<file path="src/rtl/bwssp_pkg.sv">
package bwssp_pkg;

  // Bus shape: word address A31..A2 and active-low byte enables
  localparam int ADDR_W = 30;
  typedef logic [ADDR_W-1:0] bwssp_addr_t;
  typedef logic [3:0]        bwssp_wait_t;

  // Attributes of one bus cycle as seen at its address strobe
  typedef struct packed {
    logic        mem;    // 1 = memory cycle, 0 = I/O cycle
    logic        wr;     // 1 = write
    bwssp_addr_t addr;
    logic [3:0]  be_n;
  } bwssp_cyc_t;

  // Bus state tracker
  typedef enum logic [1:0] {
    BWSSP_TRK_IDLE,
    BWSSP_TRK_BUSY,
    BWSSP_TRK_PEND
  } bwssp_trk_t;

  // Wait count registers
  localparam int          NUM_WAIT = 6;
  localparam int          NUM_SEL  = 3;
  localparam bwssp_wait_t WAIT_RST = 4'hF;
  localparam logic [1:0]  SEL_NONE = 2'h3;

  // Byte offsets inside the register window
  localparam logic [7:0] OFF_WAIT0 = 8'h72;
  localparam logic [7:0] OFF_RELOC = 8'h7F;
  localparam logic [7:0] OFF_LIMIT = 8'hDB;

  // Relocation register layout and reset value
  localparam int         RELOC_SPACE_BIT = 0;
  localparam int         RELOC_BASE_LSB  = 1;
  localparam logic [7:0] RELOC_RST       = 8'h00;

  // Internal recovery time of a register access
  localparam int          CLK_PERIOD_NS = 50;
  localparam int          REC_TIME_NS   = 100;
  localparam bwssp_wait_t REC_WAITS     =
    4'((REC_TIME_NS + CLK_PERIOD_NS - 1) / CLK_PERIOD_NS);

  // Implied A1..A0 from the byte enables of an 8-bit access
  function automatic logic [1:0] bwssp_a10(input logic [3:0] be_n);
    if (!be_n[0]) begin
      return 2'h0;
    end else if (!be_n[1]) begin
      return 2'h1;
    end else if (!be_n[2]) begin
      return 2'h2;
    end
    return 2'h3;
  endfunction : bwssp_a10

  // Write byte sits on D8..D15 for odd implied A0
  function automatic logic bwssp_lane_hi(input logic [3:0] be_n);
    return be_n[0] & (~be_n[1] | be_n[2]);
  endfunction : bwssp_lane_hi

  // Byte offset of an access inside the 256-byte window
  function automatic logic [7:0] bwssp_off(input bwssp_cyc_t c);
    return {c.addr[5:0], bwssp_a10(c.be_n)};
  endfunction : bwssp_off

endpackage : bwssp_pkg

</file>
<file path="src/rtl/bwssp_bus_track.sv">
`timescale 1ns/1ps
module bwssp_bus_track
  import bwssp_pkg::*;
(
  // Clock and reset
  input  wire logic                  sys_clk,
  input  wire logic                  rst_n,
  // Observed bus status
  input  wire logic                  cycle_start_strobe_n,
  input  wire logic                  ready_in_n,
  input  wire bwssp_pkg::bwssp_cyc_t pins,
  // Data phase begins next cycle; in_data flags a data phase open now
  output logic                       start,
  output logic                       pipe,
  output bwssp_pkg::bwssp_cyc_t      attrs,
  output logic                       in_data
);

  bwssp_trk_t state_reg;
  bwssp_trk_t state_next;
  bwssp_cyc_t pend_reg;
  logic       ads;
  logic       rdy;

  assign ads = ~cycle_start_strobe_n;
  assign rdy = ~ready_in_n;

  // A strobe during an open data phase, before its ready, is a pipelined address
  assign start   = (state_reg == BWSSP_TRK_IDLE && ads) ||
                   (state_reg == BWSSP_TRK_BUSY && ads && rdy) ||
                   (state_reg == BWSSP_TRK_PEND && rdy);
  assign pipe    = (state_reg == BWSSP_TRK_PEND);
  assign attrs   = pipe ? pend_reg : pins;
  assign in_data = (state_reg != BWSSP_TRK_IDLE);

  // Next bus state, followed for every master at all times
  always_comb begin
    state_next = state_reg;
    case (state_reg)
      BWSSP_TRK_IDLE: begin
        if (ads) begin
          state_next = BWSSP_TRK_BUSY;
        end
      end
      BWSSP_TRK_BUSY: begin
        if (rdy && !ads) begin
          state_next = BWSSP_TRK_IDLE;
        end else if (!rdy && ads) begin
          state_next = BWSSP_TRK_PEND;
        end
      end
      BWSSP_TRK_PEND: begin
        if (rdy) begin
          state_next = BWSSP_TRK_BUSY;
        end
      end
      default: state_next = BWSSP_TRK_IDLE;
    endcase
  end

  // No select input feeds this, so deselection never upsets it
  always_ff @(posedge sys_clk) begin
    if (!rst_n) begin
      state_reg <= BWSSP_TRK_IDLE;
    end else begin
      state_reg <= state_next;
    end
  end

  // Hold attributes of a pipelined address until its data phase
  always_ff @(posedge sys_clk) begin
    if (!rst_n) begin
      pend_reg <= '0;
    end else if (state_reg == BWSSP_TRK_BUSY && ads) begin
      pend_reg <= pins;
    end
  end

endmodule : bwssp_bus_track

</file>
<file path="src/rtl/bwssp_top.sv">
// Contract
// - Six 4-bit wait count registers: three memory, three I/O
// - Select code plus memory/I/O of the cycle picks the register
// - Each wait register holds 0 to 15, the wait states inserted
// - When selected, ready stays inactive for the programmed states
// - Select code 11 inserts no waits; peripheral makes its own ready
// - Bus state is tracked every cycle, whatever master or selection
// - Deselection never disturbs pipeline tracking
// - Pipelined cycle inserts exactly the register value
// - Non-pipelined cycle inserts the register value plus one
// - Reset loads every wait register with all ones
// - Pipelining judged from the address strobe and ready
// - Own register accesses get their recovery waits automatically
// - Slave writes take the byte from D0-D7 or D8-D15 only
// - Master mode moves data over the full 32-bit bus
// - After reset the window sits in I/O space at 0000H to 00DBH
// - Relocation moves window to even 256-byte I/O or 16-Mbyte memory
// - As master, cycles match processor cycles; pipelining recognised
// - Reset leaves the device in slave mode
// - Slave reads copy the byte onto all four byte lanes
`timescale 1ns/1ps
module bwssp_top
  import bwssp_pkg::*;
(
  // Clock and reset
  input  wire logic                   sys_clk,
  input  wire logic                   rst_n,
  // Bus cycle status from the current master
  input  wire logic                   cycle_start_strobe_n,
  input  wire logic                   mem_io,
  input  wire logic                   wr_rd,
  input  wire bwssp_pkg::bwssp_addr_t addr,
  input  wire logic [3:0]             be_n,
  // Ready pin, shared open-drain style
  input  wire logic                   ready_in_n,
  output logic                        ready_out_n,
  output logic                        ready_oe,
  // Data pins
  input  wire logic [31:0]            data_in,
  output logic [31:0]                 data_out,
  output logic                        data_oe,
  // Wait select code from the accessed peripheral
  input  wire logic [1:0]             wait_sel,
  // Mastership
  input  wire logic                   hold_ack,
  input  wire logic [31:0]            master_wdata,
  output logic [31:0]                 master_rdata,
  output logic                        slave_mode
);

  // Tracker results
  bwssp_cyc_t  pins;
  bwssp_cyc_t  attrs;
  logic        start;
  logic        pipe;
  logic        in_data;
  logic        end_cyc;

  // Programmed state
  bwssp_wait_t wait_reg [NUM_WAIT];
  logic [7:0]  reloc_reg;

  // Current cycle and wait generator
  bwssp_cyc_t  cur_reg;
  logic        own_reg;
  logic        master_reg;
  logic        active_reg;
  logic        rdy_n_reg;
  logic [4:0]  cnt_reg;
  logic [31:0] dout_reg;
  logic        doe_reg;
  logic [31:0] mrd_reg;
  logic        slave_reg;

  // Decode of the cycle about to enter its data phase
  logic [7:0]  st_off;
  logic        reloc_mem;
  logic [6:0]  reloc_base;
  logic        io_hit;
  logic        mem_hit;
  logic        own_hit;
  logic        sel_on;
  logic [2:0]  sel_idx;
  bwssp_wait_t base_cnt;
  bwssp_wait_t sel_cnt;
  logic [4:0]  load_cnt;
  logic        drive;
  logic [7:0]  rd_byte;
  logic        rd_is_wait;
  logic [2:0]  rd_slot;

  // Decode of the cycle now ending
  logic [7:0]  wr_off;
  logic        wr_is_wait;
  logic [2:0]  wr_slot;
  logic [7:0]  wr_byte;
  logic        reg_we;

  // Offset decode shared by the read path and the write path
  function automatic logic bwssp_is_wait(input logic [7:0] off);
    return off >= OFF_WAIT0 && off < OFF_WAIT0 + 8'(NUM_WAIT);
  endfunction : bwssp_is_wait

  // Slot number; only meaningful where the offset hits a wait register
  function automatic logic [2:0] bwssp_slot(input logic [7:0] off);
    return 3'(off - OFF_WAIT0);
  endfunction : bwssp_slot

  // Status pins gathered into one cycle record
  assign pins = '{mem: mem_io, wr: wr_rd, addr: addr, be_n: be_n};

  // Bus state tracker; it sees every strobe, selected or not
  bwssp_bus_track u_track (
    .sys_clk              (sys_clk),
    .rst_n                (rst_n),
    .cycle_start_strobe_n (cycle_start_strobe_n),
    .ready_in_n           (ready_in_n),
    .pins                 (pins),
    .start                (start),
    .pipe                 (pipe),
    .attrs                (attrs),
    .in_data              (in_data)
  );

  // Any ready seen in a data phase ends that cycle, whoever drove it
  // Our own drive gives way at once when another source ends it first
  assign end_cyc = in_data & ~ready_in_n;

  // Window decode; base bits 15..9 or 31..25 keep boundaries even
  assign st_off     = bwssp_off(attrs);
  assign reloc_mem  = reloc_reg[RELOC_SPACE_BIT];
  assign reloc_base = reloc_reg[7:RELOC_BASE_LSB];
  assign io_hit     = !attrs.mem && !reloc_mem &&
                      attrs.addr[29:14] == '0 &&
                      attrs.addr[13:7] == reloc_base &&
                      !attrs.addr[6] && st_off <= OFF_LIMIT;
  assign mem_hit    = attrs.mem && reloc_mem &&
                      attrs.addr[29:23] == reloc_base &&
                      attrs.addr[22:6] == '0 &&
                      st_off <= OFF_LIMIT;
  assign own_hit    = !hold_ack && (io_hit || mem_hit);

  // Register choice: memory set above the I/O set
  assign sel_on   = (wait_sel != SEL_NONE);
  assign sel_idx  = attrs.mem ? 3'(wait_sel) + 3'(NUM_SEL)
                              : 3'(wait_sel);
  // Code 11 has no register of its own; the index is parked at slot 0
  // so no unknown reaches the counter on deselected cycles
  assign sel_cnt  = wait_reg[sel_on ? sel_idx : 3'h0];
  assign base_cnt = own_hit ? REC_WAITS : sel_cnt;

  // A strobe seen on an idle bus starts a non-pipelined cycle, which
  // needs one extra state before ready
  assign load_cnt = {1'b0, base_cnt} + {4'h0, ~pipe};
  assign drive    = own_hit || sel_on;

  // Read data of the addressed own register
  assign rd_is_wait = bwssp_is_wait(st_off);
  assign rd_slot    = bwssp_slot(st_off);
  assign rd_byte    = rd_is_wait ? {4'h0, wait_reg[rd_slot]} :
                      (st_off == OFF_RELOC) ? reloc_reg : 8'h00;

  // Write decode; the host copies the byte to both halves, so D16-D31
  // are never looked at
  assign wr_off     = bwssp_off(cur_reg);
  assign wr_is_wait = bwssp_is_wait(wr_off);
  assign wr_slot    = bwssp_slot(wr_off);
  assign wr_byte    = bwssp_lane_hi(cur_reg.be_n) ? data_in[15:8]
                                                  : data_in[7:0];
  assign reg_we     = end_cyc && own_reg && cur_reg.wr;

  // Wait registers; only four bits exist, so 0..15 is the full range
  // The upper nibble of a written byte is dropped
  for (genvar i = 0; i < NUM_WAIT; i++) begin : g_wait
    always_ff @(posedge sys_clk) begin
      if (!rst_n) begin
        wait_reg[i] <= WAIT_RST;
      end else if (reg_we && wr_is_wait && wr_slot == 3'(i)) begin
        wait_reg[i] <= wr_byte[3:0];
      end
    end
  end

  // Relocation register; reset places the window at I/O port 0
  always_ff @(posedge sys_clk) begin
    if (!rst_n) begin
      reloc_reg <= RELOC_RST;
    end else if (reg_we && wr_off == OFF_RELOC) begin
      reloc_reg <= wr_byte;
    end
  end

  // Latch the cycle that enters its data phase
  always_ff @(posedge sys_clk) begin
    if (!rst_n) begin
      cur_reg <= '0;
    end else if (start) begin
      cur_reg <= attrs;
    end
  end

  // Ownership flags of that cycle, fixed for its whole data phase
  always_ff @(posedge sys_clk) begin
    if (!rst_n) begin
      own_reg    <= 1'b0;
      master_reg <= 1'b0;
    end else if (start) begin
      own_reg    <= own_hit;
      master_reg <= hold_ack;
    end
  end

  // Ownership of the ready wire; a new start outranks the old ending
  always_ff @(posedge sys_clk) begin
    if (!rst_n) begin
      active_reg <= 1'b0;
    end else if (start) begin
      active_reg <= drive;
    end else if (end_cyc) begin
      active_reg <= 1'b0;
    end
  end

  // Wait counter; runs down once per bus state while ready is owned
  always_ff @(posedge sys_clk) begin
    if (!rst_n) begin
      cnt_reg <= '0;
    end else if (start) begin
      cnt_reg <= load_cnt;
    end else if (!end_cyc && active_reg && cnt_reg != '0) begin
      cnt_reg <= cnt_reg - 5'h1;
    end
  end

  // Ready drive, kept active low in the flop so the pin needs no gate
  always_ff @(posedge sys_clk) begin
    if (!rst_n) begin
      rdy_n_reg <= 1'b1;
    end else if (start) begin
      rdy_n_reg <= !(drive && load_cnt == '0);
    end else if (end_cyc) begin
      rdy_n_reg <= 1'b1;
    end else if (active_reg && cnt_reg != '0) begin
      rdy_n_reg <= cnt_reg != 5'h1;
    end
  end

  // Data enable: slave reads of own registers and master writes
  always_ff @(posedge sys_clk) begin
    if (!rst_n) begin
      doe_reg <= 1'b0;
    end else if (start) begin
      doe_reg <= (own_hit && !attrs.wr) || (hold_ack && attrs.wr);
    end else if (end_cyc) begin
      doe_reg <= 1'b0;
    end
  end

  // Data word: byte copies on slave reads, full word as master
  // The word is only seen on the bus while data_oe is high
  always_ff @(posedge sys_clk) begin
    if (!rst_n) begin
      dout_reg <= '0;
    end else if (start) begin
      dout_reg <= hold_ack ? master_wdata
                           : {4{rd_byte}};
    end
  end

  // Master reads take all 32 data bits when the cycle ends
  // Any source may end it; the word is taken on that same edge
  always_ff @(posedge sys_clk) begin
    if (!rst_n) begin
      mrd_reg <= '0;
    end else if (end_cyc && master_reg && !cur_reg.wr) begin
      mrd_reg <= data_in;
    end
  end

  // Slave whenever the bus is not granted; slave after reset
  // The mode flag lags the grant by one state
  always_ff @(posedge sys_clk) begin
    if (!rst_n) begin
      slave_reg <= 1'b1;
    end else begin
      slave_reg <= !hold_ack;
    end
  end

  // Ready pin; both drivers are flops, so no glitch reaches the wire
  assign ready_out_n  = rdy_n_reg;
  assign ready_oe     = active_reg;

  // Data pins
  assign data_out     = dout_reg;
  assign data_oe      = doe_reg;

  // Master capture and mode
  assign master_rdata = mrd_reg;
  assign slave_mode   = slave_reg;

endmodule : bwssp_top

</file>
<file path="config.mk">
export PLATFORM = sky130hd
export DESIGN_NAME = bwssp_top
export DESIGN_NICKNAME = d
export VERILOG_FILES = /design/src/rtl/bwssp_pkg.sv /design/src/rtl/bwssp_bus_track.sv /design/src/rtl/bwssp_top.sv
export SDC_FILE = /design/constraint.sdc
export NUM_CORES = 1
export LEC_CHECK = 0
export BUFFER_PORTS_ARGS = -buffer_cell sky130_fd_sc_hd__buf_2
export CAP_MARGIN = 15
export CORE_AREA = 3 3 121 147
export DETAILED_ROUTE_END_ITERATION = 7
export DIE_AREA = 0 0 124 150
export PLACE_DENSITY = 0.76
export RECOVER_POWER = 100
export SLEW_MARGIN = 5
export SYNTH_ARGS = -nofsm -noshare
export SYNTH_HDL_FRONTEND = slang
export SYNTH_SLANG_ARGS = --single-unit
</file>
<file path="constraint.sdc">
create_clock -name sys_clk -period 8.7 [get_ports sys_clk]
set_clock_uncertainty 0.1 [all_clocks]
set_input_delay 0 -clock sys_clk [delete_from_list [all_inputs] [get_ports sys_clk]]
set_output_delay 0 -clock sys_clk [all_outputs]
set_load 0.005 [all_outputs]
</file>
# Word level (Yosys, flattened, before mapping)
# Memories as Yosys holds them, arrays and structs flattened.
# Index checks and enable logic that the tools add are counted.
# classes
addsub	5
n_eq_ne	16
n_mux	60
n_lt_le_gt_ge	5
n_reduce_logical	60
bitwise	13
# ops
operator	count
$logic_and 1x1->1	36
$mux 36	1
$mux 32	1
$mux 1	31
$mux 4	7
$mux 2	12
$mux 8	3
$logic_not 17->1	1
$eq 8x7->1 const B	2
$ge 8x7->1 const B	2
$logic_not 16->1	1
$lt 8x7->1 const B	2
$eq 7x7->1	2
$mux 5	2
$le 8x8->1 const B	1
$logic_not 1->1	8
$or 1x1->1	7
$eq 3x2->1 const B	2
$eq 3x3->1 const B	2
$mux 3	2
$ne 2x2->1 const B	3
$pmux 2 s3	1
$reduce_bool 2->1	3
$sub 3x2->3 const B	2
other kinds (17)	25
# word_totals
out_inout_bits	68
n_memories	1
reg_bits	131
word_cells	178
ram_bits	24
inputBits	107
# mem_list
name	depth	width	rd	rd_ports_with_merged_regs	write_ports	line	source
wait_reg	6	4	2	0	6	bwssp_top.sv:60	bwssp_wait_t wait_reg [NUM_WAIT];

# Longest topological paths before layout
# Gate-level depths: netlist of run 1.
# logic_depth
ltp_word	16
mapped_depth	17
depth_no_buf	14

# Hierarchy
# Synthesis of run 1 repeated with hierarchy kept, for this count alone.
# unflattened
cells_unflattened	830
hier_area_um2	7608.5
# modules_own_cells
module	cells_per_inst	instances	area_per_inst_um2	seq_area_each_um2
bwssp_top	616	1	5507.8	2582.5
bwssp_bus_track	214	1	2100.8	760.7

# Worst setup path before layout of run 1
# OpenSTA, ideal clock, no wires.
# synth_timing
path_type	register to register
from	register u_track.state_reg[1]
to	register rdy_n_reg, in the netlist ready_out_n
path_stages_with_launch	17
required_time_ns	8.463
path_slack_ns	5.518
path_buffers	2
period_less_slack_ns	3.182
setup_time_ns	0.137
arrival_ns	2.945
path_cell_list	dfxtp_1 buf_4 nor2b_4 inv_2 buf_6 a211o_1 o221ai_1 o2111ai_1 and4b_1 o211ai_2 o211a_1 ha_1 ha_1 or2_2 o32a_1 o21ai_1 a32oi_1
# synth_between
elab_chain_cells	16
word_cells_on_any_way	49
# synth_rtl
element	line	source
from (decl)	bwssp_bus_track.sv:19	bwssp_trk_t state_reg;
from (signal assigned)	bwssp_bus_track.sv:66	state_reg <= state_next;
$eq 2x2->1	bwssp_bus_track.sv:31, bwssp_bus_track.sv:32	
$mux 36	bwssp_bus_track.sv:33	assign attrs = pipe ? pend_reg : pins;
$mux 1 / $logic_not 1->1 (equally long branches)	bwssp_pkg.sv:51, bwssp_top.sv:133	
$mux 1 / $logic_and 1x1->1 (equally long branches)	bwssp_pkg.sv:49, bwssp_top.sv:133	
$mux 1 / $logic_and 1x1->1 (equally long branches)	bwssp_pkg.sv:47, bwssp_top.sv:133	
$mux 2 / $logic_and 1x1->1 (equally long branches)	bwssp_pkg.sv:54, bwssp_top.sv:134	
$le 8x8->1 / $logic_and 1x1->1 (equally long branches)	bwssp_top.sv:136, bwssp_top.sv:140, bwssp_top.sv:135	
$logic_and 1x1->1 (on tied branches)	bwssp_top.sv:136, bwssp_top.sv:139	
$logic_or 1x1->1	bwssp_top.sv:141	assign own_hit = !hold_ack && (io_hit || mem_hit);
$logic_and 1x1->1	bwssp_top.sv:141	
$mux 4	bwssp_top.sv:150	assign base_cnt = own_hit ? REC_WAITS : sel_cnt;
$add 4x1->5	bwssp_top.sv:154	assign load_cnt = {1'b0, base_cnt} + {4'h0, ~pipe};
$logic_not 5->1	bwssp_top.sv:240	rdy_n_reg <= !(drive && load_cnt == '0);
$logic_and 1x1->1	bwssp_top.sv:240	
$logic_not 1->1	bwssp_top.sv:240	
$mux 1	bwssp_top.sv:239	end else if (start) begin
to (signal assigned)	bwssp_top.sv:240	
to (decl)	bwssp_top.sv:68	logic rdy_n_reg;
# Several ways; a longest one is shown, not always the timed one.
# A chain may end at the register's enable or synchronous reset.

# Worst setup path in the final report of run 1
# Same ends and word-level chain as after synthesis.

==> flow_summary.ini, run 1 <==
[clock_tree]
cts_root_buffer = clkbuf_16
cts_max_path_buffers = 2
cts_resized = 0
clkLatencyLatePin_ns = 0.42
htreeDepth = 4
cts.clk_slew.worst_paths_ns = 0.07
numCtsBuffers = 17
cts_tree = built
cts.sinks = 154
cts_hold_buf = 103
cts_setup_buffers = 0

[worst_hold_path]
worstHoldStart = data_in[18]
hp-class = input port to flip-flop
hold-path-endpoint = master_rdata[18]
hold_depth = 4

[global_route]
grt_overflow = 0
grt_pass1_vias = 7385
grt_max_degree = 86
grt_pass1_wl_mm = 36.6
globalRouteTotalUtil = 0.249
antenna_found_initial = 1

[critical_path]
crit_slowest_cell = nor2b_1
required_ns = 8.87
crit_fanout = 30
path_cells = nor2b_1, inv_1, a211o_1, o221ai_1, o2111ai_1, and4b_1, o211ai_1, o211a_1, ha_1, ha_1, or2_2, o32a_1, o21ai_0, a32oi_1
reg2reg_depth = 14
r2r_slack_ns = 2.60
cp_common_cell = ha_1
crit_arrival_ns = 6.27
critPathCaptureType = flip-flop
r2r_end = ready_out_n
critPathKind = flip-flop to flip-flop
cp-start-kind = flip-flop
slowest_delay_ns = 1.43
timing.rr.start = u_track.state_reg[1]

[pwr]
p_switching_mw = 0.455
max-vdd-ir-drop_mv = 0.120
p_int_mw = 1.24
swShare = 0.269
p_leak_nw = 3.61
p_comb_frac = 0.133
power.density_nw_per_um2 = 173
p_clk_frac = 0.413
p_seq_frac = 0.453

[floorplan]
fp.coreArea_sq_um = 16700
rows = 52
die_area_sq_um = 18600
fp.dieW_um = 124
initial_core_util = 0.441
die_h_um = 150
io_pins = 175

[timing]
finalSetupViolCount = 0
hold_ws_ns = 0.245
final-hold-violation-count = 0
fin_tns_setup_ns = 0
clock.fmax_mhz = 164
finalCritPeriodShare = 0.701
rsz0062_at_grt = false
max_slew.worst_pin.slew_ns = 3.81
period_minus_slack_ns = 6.10
slew_violations = 202
relSlewSlack = -1.54

[cells_and_area]
fin_nets = 1275
area_growth_syn_to_layout_pct = 33.0
drive_gt1_frac = 0.138
fillerInstances = 1482
regArea_sq_um = 3320
multi_input_area_sq_um = 3680
largest_reg_flops = 35

[placed_design]
globalplace.congestion = 0.904
portBuffers = 173
dpl.hpwl_mm = 15.0

[yosys]
synth_cells = 923
avgSynthCellArea_sq_um = 7.97
async_flop_share = 0
yosys_warnings = 0
synth_flop_cell = dfxtp_1
ys_ff_latch = 154
synth_most_common_cell = nand2_1
synth-edff-count = 24
synth_area_leaders = dfxtp_1 (35%), nand2_1 (12%), edfxtp_1 (9.8%), a21oi_1 (6.5%), nand3_1 (3.3%)
yosys.area.top_type = dfxtp_1
yosysSeqAreaShare = 0.452
synth_area_sq_um = 7350
synth_nets = 1037
synth_common_cells = nand2_1 (239), dfxtp_1 (130), a21oi_1 (95)
synth_top_area_share = 0.354
ys_types = 75

[job]
drv_cap = 4

[routing]
ant_nets = 0
vias_per_cell = 5.48
drt_wl_total_mm = 23.1
via_count = 7616
drc = 0
first_iter_violations = 456
wl_per_cell_um = 16.6
dr.pass1.iters = 6

[outcome]
violations = max-capacitance violations, max-slew violations
status = finished with violations
==> power by group through the flow <==
stage	Clock [mW]	Sequential (mW)	Combinational [mW]
finish	0.699	0.767	0.225
global route	0.742	0.769	0.246
CTS	0.714	0.765	0.222
detailed placement	0	0.781	0.185
global placement	0	0.780	0.183
floorplan	0	0.776	0.117
==> kinds of logic after synthesis <==
logic type                 share of synthesized area
AOI/OAI and AO/OA                              0.186
xor gates and xnor gates                      0.0179
adders and majority gates                     0.0119
buffers and inverters                         0.0477
DFF                                            0.452
muxes                                         0.0362
and+or+nand+nor                                0.248
==> layout make-up <==
| class | instances | area share |
|---|---|---|
| multi-input combinational | 682 | 0.376 |
| antenna | 1 | 0.000256 |
| clock buffer | 19 | 0.0464 |
| tap | 216 | 0.0276 |
| sequential | 154 | 0.340 |
| inverter | 25 | 0.00972 |
| clock inverter | 13 | 0.0107 |
| timing repair buffer | 281 | 0.189 |
==> cells in the final DEF, fill, tap and decap left out, types with 4 or more instances in the layout <==
| master | netlist | final |
|---|---|---|
| a311oi_1 | 6 | 6 |
| a31oi_1 | 34 | 34 |
| nand2_1 | 239 | 239 |
| nor2_1 | 59 | 59 |
| o21ai_0 | 20 | 22 |
| a221oi_1 | 6 | 6 |
| mux2i_1 | 24 | 24 |
| a22oi_1 | 6 | 5 |
| a21oi_1 | 95 | 95 |
| a21o_1 | 7 | 7 |
| buf_4 | 1 | 4 |
| edfxtp_1 | 24 | 24 |
| dfxtp_1 | 130 | 130 |
| nor4_1 | 14 | 14 |
| clkbuf_1 | 52 | 66 |
| dlygate4sd3_1 | 0 | 103 |
| nand3_1 | 49 | 49 |
| inv_1 | 24 | 24 |
| ha_1 | 7 | 7 |
| nand2b_1 | 7 | 7 |
| inv_6 | 0 | 6 |
| buf_2 | 4 | 109 |
| a211oi_1 | 6 | 6 |
| nand4_1 | 9 | 9 |
| nor3_1 | 9 | 10 |
| clkbuf_16 | 0 | 18 |
| xnor2_1 | 12 | 12 |
| o2111ai_1 | 4 | 4 |
==> metal layers <==
layer	routed length [um]	vias up	track usage
li1	-	3713	-
met1	8810	3488	0.299
met2	11700	322	0.415
met3	1500	93	0.0484
met4	1080	0	0.133
met5	0	-	0
==> worst max path at each step <==
stage / from / end / slack (ns) / depth (start not counted)
floorplan: u_track.state_reg[1] / ready_out_n / 5.52 / 16
global placement: u_track.state_reg[1] / ready_out_n / 4.41 / 14
detailed placement: u_track.state_reg[1] / ready_out_n / 4.35 / 14
CTS: u_track.state_reg[1] / ready_out_n / 4.33 / 14
global route: u_track.state_reg[1] / ready_out_n / 2.14 / 14
finish: u_track.state_reg[1] / ready_out_n / 2.60 / 14
==> stage by stage <==
stage	power (mW)	std cells	cell area [sq um]	setup slack, ns	utilization
2_1_floorplan	0.894	923	7350	5.52	-
6_report	1.69	1391	9780	2.60	0.587
3_3_place_gp	0.963	1255	8290	4.41	0.498
5_1_grt	1.76	1391	9780	2.14	0.587
3_5_place_dp	0.967	1255	8290	4.35	0.498
4_1_cts	1.70	1390	9880	4.33	0.593
==> critical path, delay by kind of cell, from the launching register on <==
kind	cells	cell delay, ns
DFF	1	0.53
and+or+nand+nor	3	1.98
buffers and inverters	1	1.03
AOI/OAI and AO/OA	8	1.86
adders and majority gates	2	0.44
Note: power is estimated with default switching activity, not from simulation.
==> inputs of run 2 (changes only) <==
==> constraint.sdc (replaced) <==
create_clock -name sys_clk -period 6.3 [get_ports sys_clk]
set_clock_uncertainty 0.1 [all_clocks]
set_input_delay 0 -clock sys_clk [delete_from_list [all_inputs] [get_ports sys_clk]]
set_output_delay 0 -clock sys_clk [all_outputs]
set_load 0.005 [all_outputs]
==> run 2 against run 1 <==
The flow still finishes with violations (max-capacitance violations, max-slew violations). Clock power is 43% higher. Critical path depth is the same. Die area stayed put. First-iteration DRC count up 44%. Maximum frequency up 25%. Cell count is essentially flat. Critical path type unchanged. Critical endpoint unchanged. Highest routed layer unchanged.
==> flow_summary.ini, run 2 (synthesized netlist as in run 1, its figures left out) <==
[cells_and_area]
fin_nets = 1275
layout_common_cells = nand2_1 (239), dfxtp_1 (130), buf_2 (110)
postLayoutCellArea_sq_um = 9820
post-route-util = 0.590
layout.cells.non_filler = 1390
layout_commonest_cell = nand2_1
largest_reg_flops = 35
drive_gt1_frac = 0.141
area_growth_syn_to_layout_pct = 33.6

[clock_tree]
cts_tree = built
numCtsBuffers = 17
htreeDepth = 4
cts_max_path_buffers = 2
cts_resized = 0
cts.sinks = 154
cts_setup_buffers = 0
clkLatencyLatePin_ns = 0.42
cts.clk_slew.worst_paths_ns = 0.06
cts_root_buffer = clkbuf_16

[pwr]
total_power_mw = 2.37
power.density_nw_per_um2 = 241
p_clk_frac = 0.421
p_comb_frac = 0.132
p_switching_mw = 0.622
p_int_mw = 1.75
p_seq_frac = 0.447
p_leak_nw = 3.64
max-vdd-ir-drop_mv = 0.167
swShare = 0.262

[placed_design]
dpl.hpwl_mm = 15.1
globalplace.congestion = 0.857
dpl.cell_count = 1255
dpl-instance-area_sq_um = 8290
place_worst_setup_slack_ns = 1.91
portBuffers = 173

[timing]
slew_violations = 172
max_slew.worst_pin.slew_ns = 1.89
period_minus_slack_ns = 4.88
rsz0062_at_grt = false
finalSetupViolCount = 0
finalCritPeriodShare = 0.775
final-hold-violation-count = 0
hold_ws_ns = 0.248
setup_ws_ns = 1.42
fin_tns_setup_ns = 0
relSlewSlack = -0.257
clock.fmax_mhz = 205

[outcome]
violations = max-capacitance violations, max-slew violations
status = finished with violations

[routing]
dr.pass1.iters = 5
drc = 0
vias_per_cell = 5.57
via_count = 7749
wl_per_cell_um = 17.0
ant_nets = 0
drt_wl_total_mm = 23.7
first_iter_violations = 655

[worst_hold_path]
hp-class = input port to flip-flop
worstHoldStart = wait_sel[1]

[global_route]
globalRouteTotalUtil = 0.252
antenna_found_initial = 1
grt_pass1_vias = 7434
grt_pass1_wl_mm = 37.4
grt_max_degree = 89
grt_overflow = 0

[floorplan]
initial_core_util = 0.441
die_h_um = 150
io_pins = 175
fp.coreArea_sq_um = 16700
rows = 52
die_area_sq_um = 18600
fp.dieW_um = 124

[job]
drv_cap = 3

[critical_path]
path_cells = nor2b_4, inv_1, a211o_1, o221ai_1, o2111ai_1, and4b_1, o211ai_1, o211a_1, ha_1, ha_1, or2_2, o32a_1, o21ai_0, a32oi_1
crit_slowest_cell = inv_1
required_ns = 6.46
cp_common_cell = ha_1
crit_start = u_track.state_reg[1]
crit_fanout = 30
crit_arrival_ns = 5.04
timing.rr.start = u_track.state_reg[1]
critPathKind = flip-flop to flip-flop
slowest_delay_ns = 0.67
critPathCaptureType = flip-flop
cp-start-kind = flip-flop
-- run 2: area by class of cell --
type,count,area (sq um)
Antenna cell,1,2.50
Fill cell,1465,6840
Inverter,25,95.1
Clock buffer,22,507
Sequential cell,154,3320
Clock inverter,9,80.1
Timing Repair Buffer,281,1850
Multi-Input combinational cell,682,3690
Tap cell,216,270
-- run 2: power by group through the flow --
| stage | registers [mW] | logic [mW] | clock network, mW |
|---|---|---|---|
| 2_1_floorplan | 1.07 | 0.162 | 0 |
| 3_3_place_gp | 1.08 | 0.253 | 0 |
| 3_5_place_dp | 1.08 | 0.257 | 0 |
| 4_1_cts | 1.06 | 0.308 | 1.01 |
| 5_1_grt | 1.06 | 0.342 | 1.05 |
| 6_report | 1.06 | 0.312 | 0.999 |
-- run 2: routing by layer --
metal | wire length, um | global-route usage | up-vias
li1 | - | - | 3710
met1 | 9140 | 0.306 | 3579
met2 | 12200 | 0.434 | 389
met3 | 1610 | 0.0473 | 71
met4 | 743 | 0.104 | 0
met5 | 0 | 0 | -
-- run 2: path summary, 6_finish.rpt --
path                     endpoint  slack, ns  cells past startpoint
max                   ready_out_n       1.42                     14
max reg2reg           ready_out_n       1.42                     14
min                      ready_oe       0.25                      5
min reg2reg  u_track.pend_reg[23]       0.35                      2
-- run 2: what timing repair did --
action	CTS	global route
hold buffers	103	0
hold endpoints to repair	122	0
endpoints found under the setup margin	0	0
-- run 2: worst max-delay path: cells and delay by family (launching register included) --
kind | cells | cell delay [ns]
buffers and inverters | 1 | 0.67
and+or+nand+nor | 3 | 1.20
AOI/OAI and AO/OA | 8 | 1.79
adders and majority gates | 2 | 0.44
DFF | 1 | 0.53
